--- config.mk ---
export PLATFORM = sky130hd
export DESIGN_NAME = safety_output_block_ctrl
export DESIGN_NICKNAME = d
export VERILOG_FILES = /design/src/shared/safety_pkg.sv /design/src/design/stop_delay_timer.sv /design/src/design/contactor_feedback_check.sv /design/src/design/safety_output_block_ctrl.sv
export VERILOG_INCLUDE_DIRS = /design/src /design/src/shared
export SDC_FILE = /design/constraint.sdc
export NUM_CORES = 1
export LEC_CHECK = 0
export ABC_AREA = 1
export BUFFER_PORTS_ARGS = -buffer_cell sky130_fd_sc_hd__buf_2
export CELL_PAD_IN_SITES_DETAIL_PLACEMENT = 1
export CELL_PAD_IN_SITES_GLOBAL_PLACEMENT = 2
export CORE_MARGIN = 2
export CORE_UTILIZATION = 32
export DETAILED_ROUTE_END_ITERATION = 10
export PLACE_DENSITY_LB_ADDON = 0.1
export SETUP_SLACK_MARGIN = 0.5
export SLEW_MARGIN = 20
export SYNTH_ARGS = -nofsm -noshare
export SYNTH_HDL_FRONTEND = slang
export SYNTH_HIERARCHICAL = 1
export SYNTH_SLANG_ARGS = --single-unit
--- constraint.sdc ---
create_clock -name ref_clk -period 5 [get_ports ref_clk]
set_input_delay 1.25 -clock ref_clk [delete_from_list [all_inputs] [get_ports ref_clk]]
set_output_delay 1.25 -clock ref_clk [all_outputs]
set_load 0.02 [all_outputs]
--- src/shared/safety_cfg.svh ---
// Addresses, field positions, reset values and timing figures of the output-block control.
`ifndef SAFETY_CFG_SVH
`define SAFETY_CFG_SVH

// ======================================================================
// Register byte addresses
`define IN_CFG_ADDR 8'h00
`define BLK_CFG_ADDR 8'h04
`define DELAY_A_ADDR 8'h08
`define DELAY_B_ADDR 8'h0c
`define STATUS_ADDR 8'h10
`define IRQ_STAT_ADDR 8'h14
`define IRQ_MASK_ADDR 8'h18

// ======================================================================
// Per-input configuration nibble
`define IN_NIB_W 4
`define IN_MAP_A 0
`define IN_DLY_EN 2
`define IN_OVR_EN 3

// ======================================================================
// Per-block configuration nibble
`define BLK_NIB_W 4
`define BLK_FB_EN 0
`define BLK_DLY_EN 1
`define BLK_AUTO 2
`define BLK_PNP 3

// ======================================================================
// Status and interrupt layout
`define ST_ACTIVE 0
`define ST_CLOSED 2
`define ST_DELAY 4
`define ST_SAFE 8
`define IRQ_TRIP 0
`define IRQ_FAULT 2
`define IRQ_CLOSE 4
`define IRQ_W 6

// ======================================================================
// Reset values
`define IN_CFG_RST 32'h0000_0000
`define BLK_CFG_RST 8'h00
`define DELAY_RST 32'h0000_0000
`define IRQ_MASK_RST 6'h00

// ======================================================================
// Timing
`define CLK_HZ 125000000
`define FB_CHECK_MS 300
`define FB_CHECK_TICKS (`FB_CHECK_MS * (`CLK_HZ / 1000))

`endif

--- src/shared/safety_pkg.sv ---
// Types shared by the output-block control modules.
`default_nettype none
package safety_pkg;

  // ======================================================================
  // Output block states
  typedef enum logic [2:0]
  {
    ST_OPEN = 3'b001,
    ST_CLOSED = 3'b010,
    ST_DELAY = 3'b100
  } blk_state_e;

endpackage
`default_nettype wire

--- src/design/stop_delay_timer.sv ---
// Tick counter that delays the opening of one output block.
`timescale 1ns/1ns
`default_nettype none
module stop_delay_timer
#(
  parameter int W = 32
)
(
  input wire logic ref_clk,
  input wire logic rst,
  input wire logic load,
  input wire logic abort,
  input wire logic [W-1:0] load_val,
  output logic done
);

  logic [W-1:0] cnt_ff;
  logic armed_ff;

  // ======================================================================
  // Counter: loaded at the start of a delayed trip, counts down to zero.
  always_ff @(posedge ref_clk or posedge rst)
  begin
    if (rst)
    begin
      cnt_ff <= '0;
      armed_ff <= 1'b0;
    end
    else if (load)
    begin
      cnt_ff <= load_val; // RULE10
      armed_ff <= 1'b1;
    end
    else if (abort || (armed_ff && cnt_ff == '0))
      armed_ff <= 1'b0;
    else if (armed_ff)
      cnt_ff <= cnt_ff - W'(1); // RULE10
  end

  // Expiry is a level while armed at zero; the block leaves its delay state on it.
  assign done = armed_ff && (cnt_ff == '0);
endmodule
`default_nettype wire

--- src/design/contactor_feedback_check.sv ---
// Contactor feedback monitor for one output block.
`timescale 1ns/1ns
`default_nettype none
`include "safety_cfg.svh"
module contactor_feedback_check
#(
  parameter int W = 32,
  parameter logic [W-1:0] TICKS = W'(`FB_CHECK_TICKS)
)
(
  input wire logic ref_clk,
  input wire logic rst,
  input wire logic enable,
  input wire logic out_closed,
  input wire logic fb_closed,
  output logic start_ok,
  output logic fault
);

  logic closed_prev_ff;
  logic fb_prev_ff;
  logic [W-1:0] tmr_ff;
  logic [1:0] edges_ff;
  logic fault_ff;
  logic [W-1:0] nxt_tmr;
  logic [1:0] nxt_edges;

  // ======================================================================
  // Decode: closing edge, feedback edge and the two fault causes.
  wire close_rise = out_closed && !closed_prev_ff;
  wire fb_edge = fb_closed ^ fb_prev_ff;
  wire timeout = enable && out_closed && fb_closed && tmr_ff == W'(1);
  // A second feedback edge while monitoring is off means the contact is live.
  wire toggle = !enable && fb_edge && edges_ff == 2'h1;

  // The watch only runs while the contact stays closed behind a closed block.
  assign nxt_tmr = (!enable || !out_closed || !fb_closed) ? '0 :
                   close_rise ? TICKS : (tmr_ff != '0) ? tmr_ff - W'(1) : tmr_ff;
  assign nxt_edges = (enable || toggle) ? 2'h0 : (fb_edge && edges_ff != 2'h2) ? edges_ff + 2'h1 : edges_ff;

  // With monitoring enabled, start is allowed only with the normally closed contact closed; with it off, start is always allowed.
  assign start_ok = !enable || fb_closed; // RULE2
  assign fault = fault_ff;

  // ======================================================================
  always_ff @(posedge ref_clk or posedge rst)
  begin
    if (rst)
    begin
      closed_prev_ff <= 1'b0;
      fb_prev_ff <= 1'b1; // An idle NC contact reads closed, so release of reset brings no false edge.
      tmr_ff <= '0;
      edges_ff <= 2'h0;
      fault_ff <= 1'b0;
    end
    else
    begin
      closed_prev_ff <= out_closed;
      fb_prev_ff <= fb_closed;
      tmr_ff <= nxt_tmr;
      edges_ff <= nxt_edges;
      fault_ff <= timeout || toggle; // RULE3 RULE4
    end
  end
endmodule
`default_nettype wire

--- src/design/safety_output_block_ctrl.sv ---
// Output-block control of the safety controller with its APB register file.
`timescale 1ns/1ns
`default_nettype none
`include "safety_cfg.svh"
// Summary of operation
// [RULE1] Block active only with an input mapped
// [RULE2] Feedback check: start only with contact closed
// [RULE3] Feedback must open within 300 ms
// [RULE4] Toggling feedback while unchecked opens block
// [RULE5] Delay needs block and input enables
// [RULE6] Reclose automatically or on start button
// [RULE7] Each input opens only its mapped blocks
// [RULE8] Override suppresses trip only where enabled
// [RULE9] Unfitted block left unmapped by software
// [RULE10] Delay counts clock ticks from configured value
module safety_output_block_ctrl
#(
  parameter int NUM_IN = 6,
  parameter int DLY_W = 32,
  parameter logic [31:0] FB_TICKS = 32'(`FB_CHECK_TICKS)
)
(
  input wire logic ref_clk,
  input wire logic rst,
  input wire logic psel,
  input wire logic penable,
  input wire logic pwrite,
  input wire logic [7:0] paddr,
  input wire logic [31:0] pwdata,
  output logic [31:0] prdata,
  output logic pready,
  output logic pslverr,
  input wire logic [NUM_IN-1:0] safe_in,
  input wire logic [1:0] start_btn,
  input wire logic override_sw,
  input wire logic [1:0] fb_in,
  output logic [1:0] block_closed,
  output logic [1:0] block_pnp,
  output logic irq
);

  localparam logic [31:0] IN_MASK = 32'((64'h1 << (NUM_IN * `IN_NIB_W)) - 64'h1);

  // Picks one bit of every input nibble.
  function automatic logic [NUM_IN-1:0] field_vec(input logic [31:0] cfg, input int pos);
    logic [NUM_IN-1:0] v;
    v = '0;
    for (int i = 0; i < NUM_IN; i++)
      v[i] = cfg[i * `IN_NIB_W + pos];
    return v;
  endfunction

  logic [31:0] in_cfg_ff;
  logic [7:0] blk_cfg_ff;
  logic [DLY_W-1:0] delay_ff [2];
  logic [`IRQ_W-1:0] irq_stat_ff;
  logic [`IRQ_W-1:0] irq_mask_ff;
  logic [31:0] prdata_ff;
  logic pready_ff;
  logic pslverr_ff;
  logic irq_ff;
  logic [1:0] closed_ff;
  logic [1:0] start_prev_ff;
  safety_pkg::blk_state_e st_ff [2];
  safety_pkg::blk_state_e nxt_st [2];
  logic [1:0] nxt_closed;
  logic [1:0] dly_load;
  logic [`IRQ_W-1:0] nxt_irq_stat;
  logic [31:0] rd_mux;

  // ======================================================================
  // APB decode. The slave answers in the first access cycle, never later.
  wire setup = psel && !penable;
  wire access = psel && penable && pready_ff;
  wire wr_en = access && pwrite && !pslverr_ff;
  wire rd_en = access && !pwrite && !pslverr_ff;
  wire hit_in = paddr == `IN_CFG_ADDR;
  wire hit_blk = paddr == `BLK_CFG_ADDR;
  wire hit_dla = paddr == `DELAY_A_ADDR;
  wire hit_dlb = paddr == `DELAY_B_ADDR;
  wire hit_st = paddr == `STATUS_ADDR;
  wire hit_is = paddr == `IRQ_STAT_ADDR;
  wire hit_im = paddr == `IRQ_MASK_ADDR;
  wire addr_ok = hit_in || hit_blk || hit_dla || hit_dlb || hit_st || hit_is || hit_im;

  // ======================================================================
  // Per-input fields and trip qualification.
  wire [NUM_IN-1:0] map_a = field_vec(in_cfg_ff, `IN_MAP_A);
  wire [NUM_IN-1:0] map_b = field_vec(in_cfg_ff, `IN_MAP_A + 1);
  wire [NUM_IN-1:0] in_dly = field_vec(in_cfg_ff, `IN_DLY_EN);
  wire [NUM_IN-1:0] in_ovr = field_vec(in_cfg_ff, `IN_OVR_EN);
  // An override only hides the trips of inputs that allow it.
  wire [NUM_IN-1:0] trip_in = ~safe_in & ~(in_ovr & {NUM_IN{override_sw}}); // RULE8

  wire [1:0] active;
  wire [1:0] trip_imm;
  wire [1:0] trip_dly;
  wire [1:0] all_clear;
  wire [1:0] go;
  wire [1:0] start_ok;
  wire [1:0] fb_fault;
  wire [1:0] dly_done;
  wire [1:0] in_delay;

  // ======================================================================
  // Per-block decisions, feedback monitors and stop-delay timers.
  for (genvar b = 0; b < 2; b++)
  begin : g_blk
    wire [NUM_IN-1:0] map = (b == 0) ? map_a : map_b;
    wire blk_dly = blk_cfg_ff[b * `BLK_NIB_W + `BLK_DLY_EN];
    wire [NUM_IN-1:0] dly_sel = in_dly & {NUM_IN{blk_dly}};
    assign active[b] = |map; // RULE1
    assign trip_imm[b] = |(trip_in & map & ~dly_sel); // RULE5 RULE7
    assign trip_dly[b] = |(trip_in & map & dly_sel); // RULE5
    assign all_clear[b] = ~|(trip_in & map);
    // A start button counts on its press, not while it is held.
    assign go[b] = active[b] && all_clear[b] && start_ok[b] && !fb_fault[b] &&
                   (blk_cfg_ff[b * `BLK_NIB_W + `BLK_AUTO] || (start_btn[b] && !start_prev_ff[b])); // RULE6 RULE2
    assign in_delay[b] = st_ff[b] == safety_pkg::ST_DELAY;

    contactor_feedback_check #(.W(32), .TICKS(FB_TICKS)) u_fb
    (
      .ref_clk(ref_clk),
      .rst(rst),
      .enable(blk_cfg_ff[b * `BLK_NIB_W + `BLK_FB_EN]),
      .out_closed(closed_ff[b]),
      .fb_closed(fb_in[b]),
      .start_ok(start_ok[b]),
      .fault(fb_fault[b])
    );

    stop_delay_timer #(.W(DLY_W)) u_dly
    (
      .ref_clk(ref_clk),
      .rst(rst),
      .load(dly_load[b]),
      .abort(!in_delay[b]),
      .load_val(delay_ff[b]),
      .done(dly_done[b])
    );
  end

  // ======================================================================
  // Block state machines. Any immediate trip or fault wins over a running delay.
  always_comb
  begin
    for (int b = 0; b < 2; b++)
    begin
      nxt_st[b] = st_ff[b];
      dly_load[b] = 1'b0;
      unique case (st_ff[b])
        safety_pkg::ST_OPEN:
          if (go[b])
            nxt_st[b] = safety_pkg::ST_CLOSED; // RULE6
        safety_pkg::ST_CLOSED:
          if (trip_imm[b] || fb_fault[b] || !active[b])
            nxt_st[b] = safety_pkg::ST_OPEN; // RULE3 RULE4 RULE7
          else if (trip_dly[b])
          begin
            nxt_st[b] = safety_pkg::ST_DELAY;
            dly_load[b] = 1'b1; // RULE10
          end
        safety_pkg::ST_DELAY:
          if (trip_imm[b] || fb_fault[b] || !active[b] || dly_done[b])
            nxt_st[b] = safety_pkg::ST_OPEN; // RULE5 RULE10
        default:
          nxt_st[b] = safety_pkg::ST_OPEN;
      endcase
      nxt_closed[b] = nxt_st[b] != safety_pkg::ST_OPEN;
    end
  end

  // ======================================================================
  // Events and read data. A read clears only the bits it returned, so a new event wins.
  wire [1:0] ev_trip = closed_ff & ~nxt_closed;
  wire [1:0] ev_close = ~closed_ff & nxt_closed;
  wire [`IRQ_W-1:0] rd_clr = (rd_en && hit_is) ? prdata_ff[`IRQ_W-1:0] : '0;
  assign nxt_irq_stat = (irq_stat_ff & ~rd_clr) | {ev_close, fb_fault, ev_trip};

  always_comb
  begin
    rd_mux = '0;
    if (hit_in)
      rd_mux = in_cfg_ff;
    else if (hit_blk)
      rd_mux[7:0] = blk_cfg_ff;
    else if (hit_dla)
      rd_mux[DLY_W-1:0] = delay_ff[0];
    else if (hit_dlb)
      rd_mux[DLY_W-1:0] = delay_ff[1];
    else if (hit_st)
    begin
      rd_mux[`ST_ACTIVE +: 2] = active;
      rd_mux[`ST_CLOSED +: 2] = closed_ff;
      rd_mux[`ST_DELAY +: 2] = in_delay;
      rd_mux[`ST_SAFE +: NUM_IN] = safe_in;
    end
    else if (hit_is)
      rd_mux[`IRQ_W-1:0] = irq_stat_ff;
    else if (hit_im)
      rd_mux[`IRQ_W-1:0] = irq_mask_ff;
  end

  // ======================================================================
  // Bus answer, captured in the setup cycle so every output is a flop.
  always_ff @(posedge ref_clk or posedge rst)
  begin
    if (rst)
    begin
      pready_ff <= 1'b0;
      pslverr_ff <= 1'b0;
      prdata_ff <= '0;
    end
    else
    begin
      pready_ff <= setup;
      pslverr_ff <= setup && !addr_ok;
      prdata_ff <= setup ? rd_mux : '0;
    end
  end

  // ======================================================================
  // Configuration registers, written at the access edge only.
  always_ff @(posedge ref_clk or posedge rst)
  begin
    if (rst)
    begin
      in_cfg_ff <= `IN_CFG_RST;
      blk_cfg_ff <= `BLK_CFG_RST;
      delay_ff[0] <= DLY_W'(`DELAY_RST);
      delay_ff[1] <= DLY_W'(`DELAY_RST);
      irq_mask_ff <= `IRQ_MASK_RST;
    end
    else if (wr_en)
    begin
      if (hit_in)
        in_cfg_ff <= pwdata & IN_MASK; // RULE7 RULE8
      if (hit_blk)
        blk_cfg_ff <= pwdata[7:0];
      if (hit_dla)
        delay_ff[0] <= pwdata[DLY_W-1:0];
      if (hit_dlb)
        delay_ff[1] <= pwdata[DLY_W-1:0];
      if (hit_im)
        irq_mask_ff <= pwdata[`IRQ_W-1:0];
    end
  end

  // ======================================================================
  // Block state, outputs and interrupt.
  always_ff @(posedge ref_clk or posedge rst)
  begin
    if (rst)
    begin
      st_ff[0] <= safety_pkg::ST_OPEN;
      st_ff[1] <= safety_pkg::ST_OPEN;
      closed_ff <= 2'h0;
      start_prev_ff <= 2'h0;
      irq_stat_ff <= '0;
      irq_ff <= 1'b0;
    end
    else
    begin
      st_ff[0] <= nxt_st[0];
      st_ff[1] <= nxt_st[1];
      closed_ff <= nxt_closed;
      start_prev_ff <= start_btn;
      irq_stat_ff <= nxt_irq_stat;
      irq_ff <= |(nxt_irq_stat & irq_mask_ff);
    end
  end

  assign prdata = prdata_ff;
  assign pready = pready_ff;
  assign pslverr = pslverr_ff;
  assign block_closed = closed_ff;
  assign block_pnp = {blk_cfg_ff[`BLK_NIB_W + `BLK_PNP], blk_cfg_ff[`BLK_PNP]};
  assign irq = irq_ff;
endmodule
`default_nettype wire

==> impl_results.md <==
- Commonest cells after routing, fill and taps aside: sky130_fd_sc_hd__nand2_1, sky130_fd_sc_hd__nor2_1, sky130_fd_sc_hd__dfrtp_1, sky130_fd_sc_hd__inv_1, sky130_fd_sc_hd__nand3_1
- Setup_tns: 0 ps
- PD cells: around 290 nW/um2
- Critical Path Source: override_sw
- Most used DFF post-synth: sky130_fd_sc_hd__dfrtp_1
- Synth Cell Area: about 17000 um2
- Final period util: 0.655
- Final setup skew: 14.6 ps
- Worst IR drop on VDD: roughly 240 uV
- Share of synthesized flip-flops with an asynchronous set or reset: 1.00
- Total of hold buffers inserted after clock tree synthesis: 0
- Critical-path maximum fanout: 37
- Latest clock arrival within the worst-skew pair: between 500 and 600 ps
- Clock slew seen by the registers of the worst setup and hold paths: 60 ps
- Req. time, crit path: approximately 5400 ps
- X dimension of the die: 234 um
- Cell Count, Final, Fillers Out: around 3100
- Detail-routed via count per cell: 5.03
- Register-to-Register Path Depth: 10
- Setup violation total in the final timing report: 0
- Routed WL per cell: a little under 20 um
- Num Clock Sinks: between 200 and 300
- CP cell instances: buf_2 -> nand2_1 -> nand3_1 -> o22ai_1 -> nor2_1 -> and2_1 -> nor2_2 -> inv_1 -> nand2_4 -> nand2_1 -> o21ai_2
- Worst flop-to-flop path startpoint: in_cfg_ff[7]$_DFFE_PP0P_
- Pin count of the biggest net entering global routing: 75
- Final weighted congestion of routability-driven global placement: approximately 0.84
- Leakage power total: between 9 and 10 nW
- Antenna cells: 0
- Leading cell type in the layout, fill and taps excluded: sky130_fd_sc_hd__nand2_1
- Standard-cell row count: 84
- Clock buffers created by TritonCTS: 39
- Total of flip-flops plus latches after synthesis: 293
- Total via count after detailed routing: approximately 16000
- Endpoint of the most critical setup path: g_blk[0].u_dly/cnt_ff[17]$_DFFE_PP0P_
- Delay of the slowest critical-path stage: about 730 ps
- HPWL after detailed placement: 46200 um
- Number of max-capacitance violations reported: 0
- Overflow left after global routing: 0
- Initial antenna violation count: 1
- Crit path arrival time: 3700 ps
- Number of instances in the synthesized netlist: between 2000 and 2500
- Detailed-route wire length: roughly 61000 um
- First-pass detailed-route iteration total: 5
- Number of global-route vias before repair: approximately 16000
- Pin slew with the least headroom to its limit: 1020 ps
- Number of setup buffers added after CTS: 0
- Number of design rule violations left after detail routing: 0
- Initial standard-cell utilization of the core: 0.323
- FF-to-FF setup slack: between 2000 and 2500 ps
- Number of H-tree levels: 2
- Area of the core: around 53000 um2
- Resized cells post-CTS: 0
- First DRT Iteration DRCs: 1018
- Hold Violations, Final: 0
- Post-Synthesis Net Count: about 2400
- Slowest cell on the critical path: sky130_fd_sc_hd__inv_1
- Die Height: approximately 230 um
- Critical Path Start Type: primary input
- Sequential fraction of the synthesis area: 0.432
- Endpoint type of the worst setup path: flip-flop
- Yosys warnings: 6
- Number of synthesized flops with an enable pin: 0
- Number of distinct library cells after synthesis: 57
- I/O pin count: 95
- Total Die Area: about 55000 um2
- Final count of pins violating max slew: 0
- TritonCTS clock tree: built
- Status: complete, no violations
- Relative area change from synthesis to final layout: 14.7%
- Share of final-layout standard cells stronger than drive strength 1: 0.139
- Path type of the worst setup path: primary input to flip-flop
- F_max: slightly above 300 MHz
- Wire length of the first global-routing pass: 96600 um
- Syn_area_per_cell: approximately 7.3 um2
- Endpoint of the worst register-to-register path: g_blk[0].u_dly/cnt_ff[17]$_DFFE_PP0P_
- Critical hold path startpoint: irq_mask_ff[4]$_DFFE_PP0P_
- Post-Place Cells: approximately 3000
- Post-layout minimum cycle time: around 3300 ps
- Most repeated library cell on the critical path: sky130_fd_sc_hd__nand2_1
- Residual antenna-violating net count after detailed routing: 0
- Setup repair after global routing missed its margin: false
- Cell at the root of the clock tree: sky130_fd_sc_hd__clkbuf_16
- Global Route Usage Sum: 0.230
- Input/output buffers: 94
- Kind of path behind the tightest hold check: flip-flop to flip-flop
- Clock Path Buffers: 3
- Relative slew margins: 0.321
- Final nets: between 2000 and 2500
[worst min path at each step]
stage | end | slack (ps) | cells after the start
floorplan | irq_mask_ff[4]$_DFFE_PP0P_ | 450 | 2
global placement | irq_mask_ff[4]$_DFFE_PP0P_ | 470 | 2
detailed placement | irq_mask_ff[4]$_DFFE_PP0P_ | 480 | 2
CTS | irq_mask_ff[4]$_DFFE_PP0P_ | 500 | 2
global route | irq_mask_ff[4]$_DFFE_PP0P_ | 520 | 2
finish | irq_mask_ff[4]$_DFFE_PP0P_ | 500 | 2
[registers in the layout (all words and copies together), names as in the netlist, 4 cells and up]
signal and count:
blk_cfg_ff 8, delay_ff 64, g_blk.u_dly/cnt_ff 64, g_blk.u_fb/edges_ff 4
g_blk.u_fb/tmr_ff 64, in_cfg_ff 24, irq_mask_ff 6, irq_stat_ff 6
prdata 32, st_ff 6
[layout make-up]
type                    count  area [um2]
clock buffers              52        1140
clock inverters            19         208
fillers                  6537       33100
inverters                 234         897
multi-input cells        1743        8440
flip-flops and latches    293        7340
well taps                 688         861
repair buffers            109         596
[cell families (layout without fill, tap and decap cells)]
kind of cell               after synthesis  count (layout)  synth area share
and+or+nand+nor                       1411            1411             0.376
buffers and inverters                  297             414            0.0719
AOI/OAI and AO/OA                      296             296            0.0997
DFF                                    293             293             0.432
xor gates and xnor gates                26              26            0.0134
adders and majority gates               10              10           0.00737
[Yosys cell counts (all sizes together), types with 2 or more instances]
| master | count | share of area |
|---|---|---|
| nor3 | 23 | 0.0077 |
| o31ai | 2 | 0.00088 |
| nand2 | 728 | 0.17 |
| a31oi | 6 | 0.0022 |
| a22o | 10 | 0.0052 |
| nand4 | 42 | 0.016 |
| and2 | 6 | 0.0022 |
| nor3b | 3 | 0.0016 |
| o221ai | 2 | 0.0010 |
| nand3 | 215 | 0.067 |
| nor2 | 374 | 0.10 |
| dfrtp | 289 | 0.43 |
| inv | 231 | 0.052 |
| a21oi | 53 | 0.016 |
| o211ai | 3 | 0.0013 |
| or2 | 10 | 0.0037 |
| o21bai | 4 | 0.0018 |
| buf | 29 | 0.012 |
| nand3b | 8 | 0.0035 |
| o22ai | 4 | 0.0015 |
| xor2 | 18 | 0.0093 |
| o32ai | 2 | 0.0010 |
| a211oi | 5 | 0.0022 |
| dfstp | 4 | 0.0062 |
| nor4 | 2 | 0.00074 |
| o21ai | 194 | 0.061 |
| xnor2 | 8 | 0.0041 |
| o21a | 2 | 0.00088 |
| clkbuf | 34 | 0.0077 |
| clkinv | 3 | 0.00066 |
| ha | 10 | 0.0074 |
| a41oi | 4 | 0.0021 |
[metrics by stage]
step                total power (W)  utilization  hold slack (ps)  setup WS [ps]  instance area [um2]
floorplan                   0.00259            -              453           1820                17000
CTS                         0.00571        0.370              500           1750                19500
detailed placement          0.00271        0.345              479           1160                18100
global route                0.00582        0.371              521           1460                19500
global placement            0.00269        0.345              472           1230                18100
finish                      0.00561        0.371              503           1730                19500
[worst max-delay path: cells and delay by family]
family / cells / cell delay [ps]
compound gates: 2 / 160
buf+inv: 2 / 920
simple gates: 7 / 1330
[power by group]
group | switching [W] | leakage [nW] | internal (W)
logic | 0.000171 | 5.29 | 0.0000646
clock network | 0.00115 | 0.669 | 0.00181
registers | 0.0000199 | 3.90 | 0.00240
total | 0.00134 | 9.86 | 0.00427
[metal layers]
layer  track usage  vias to the layer above  routed length, um
met5             0                        -                  0
met4        0.0698                        0               1710
met3        0.0241                       84               1970
met2         0.373                      239              28400
met1         0.322                     7758              29400
li1              -                     7692                  -
Note: power is estimated with default switching activity, not from simulation.
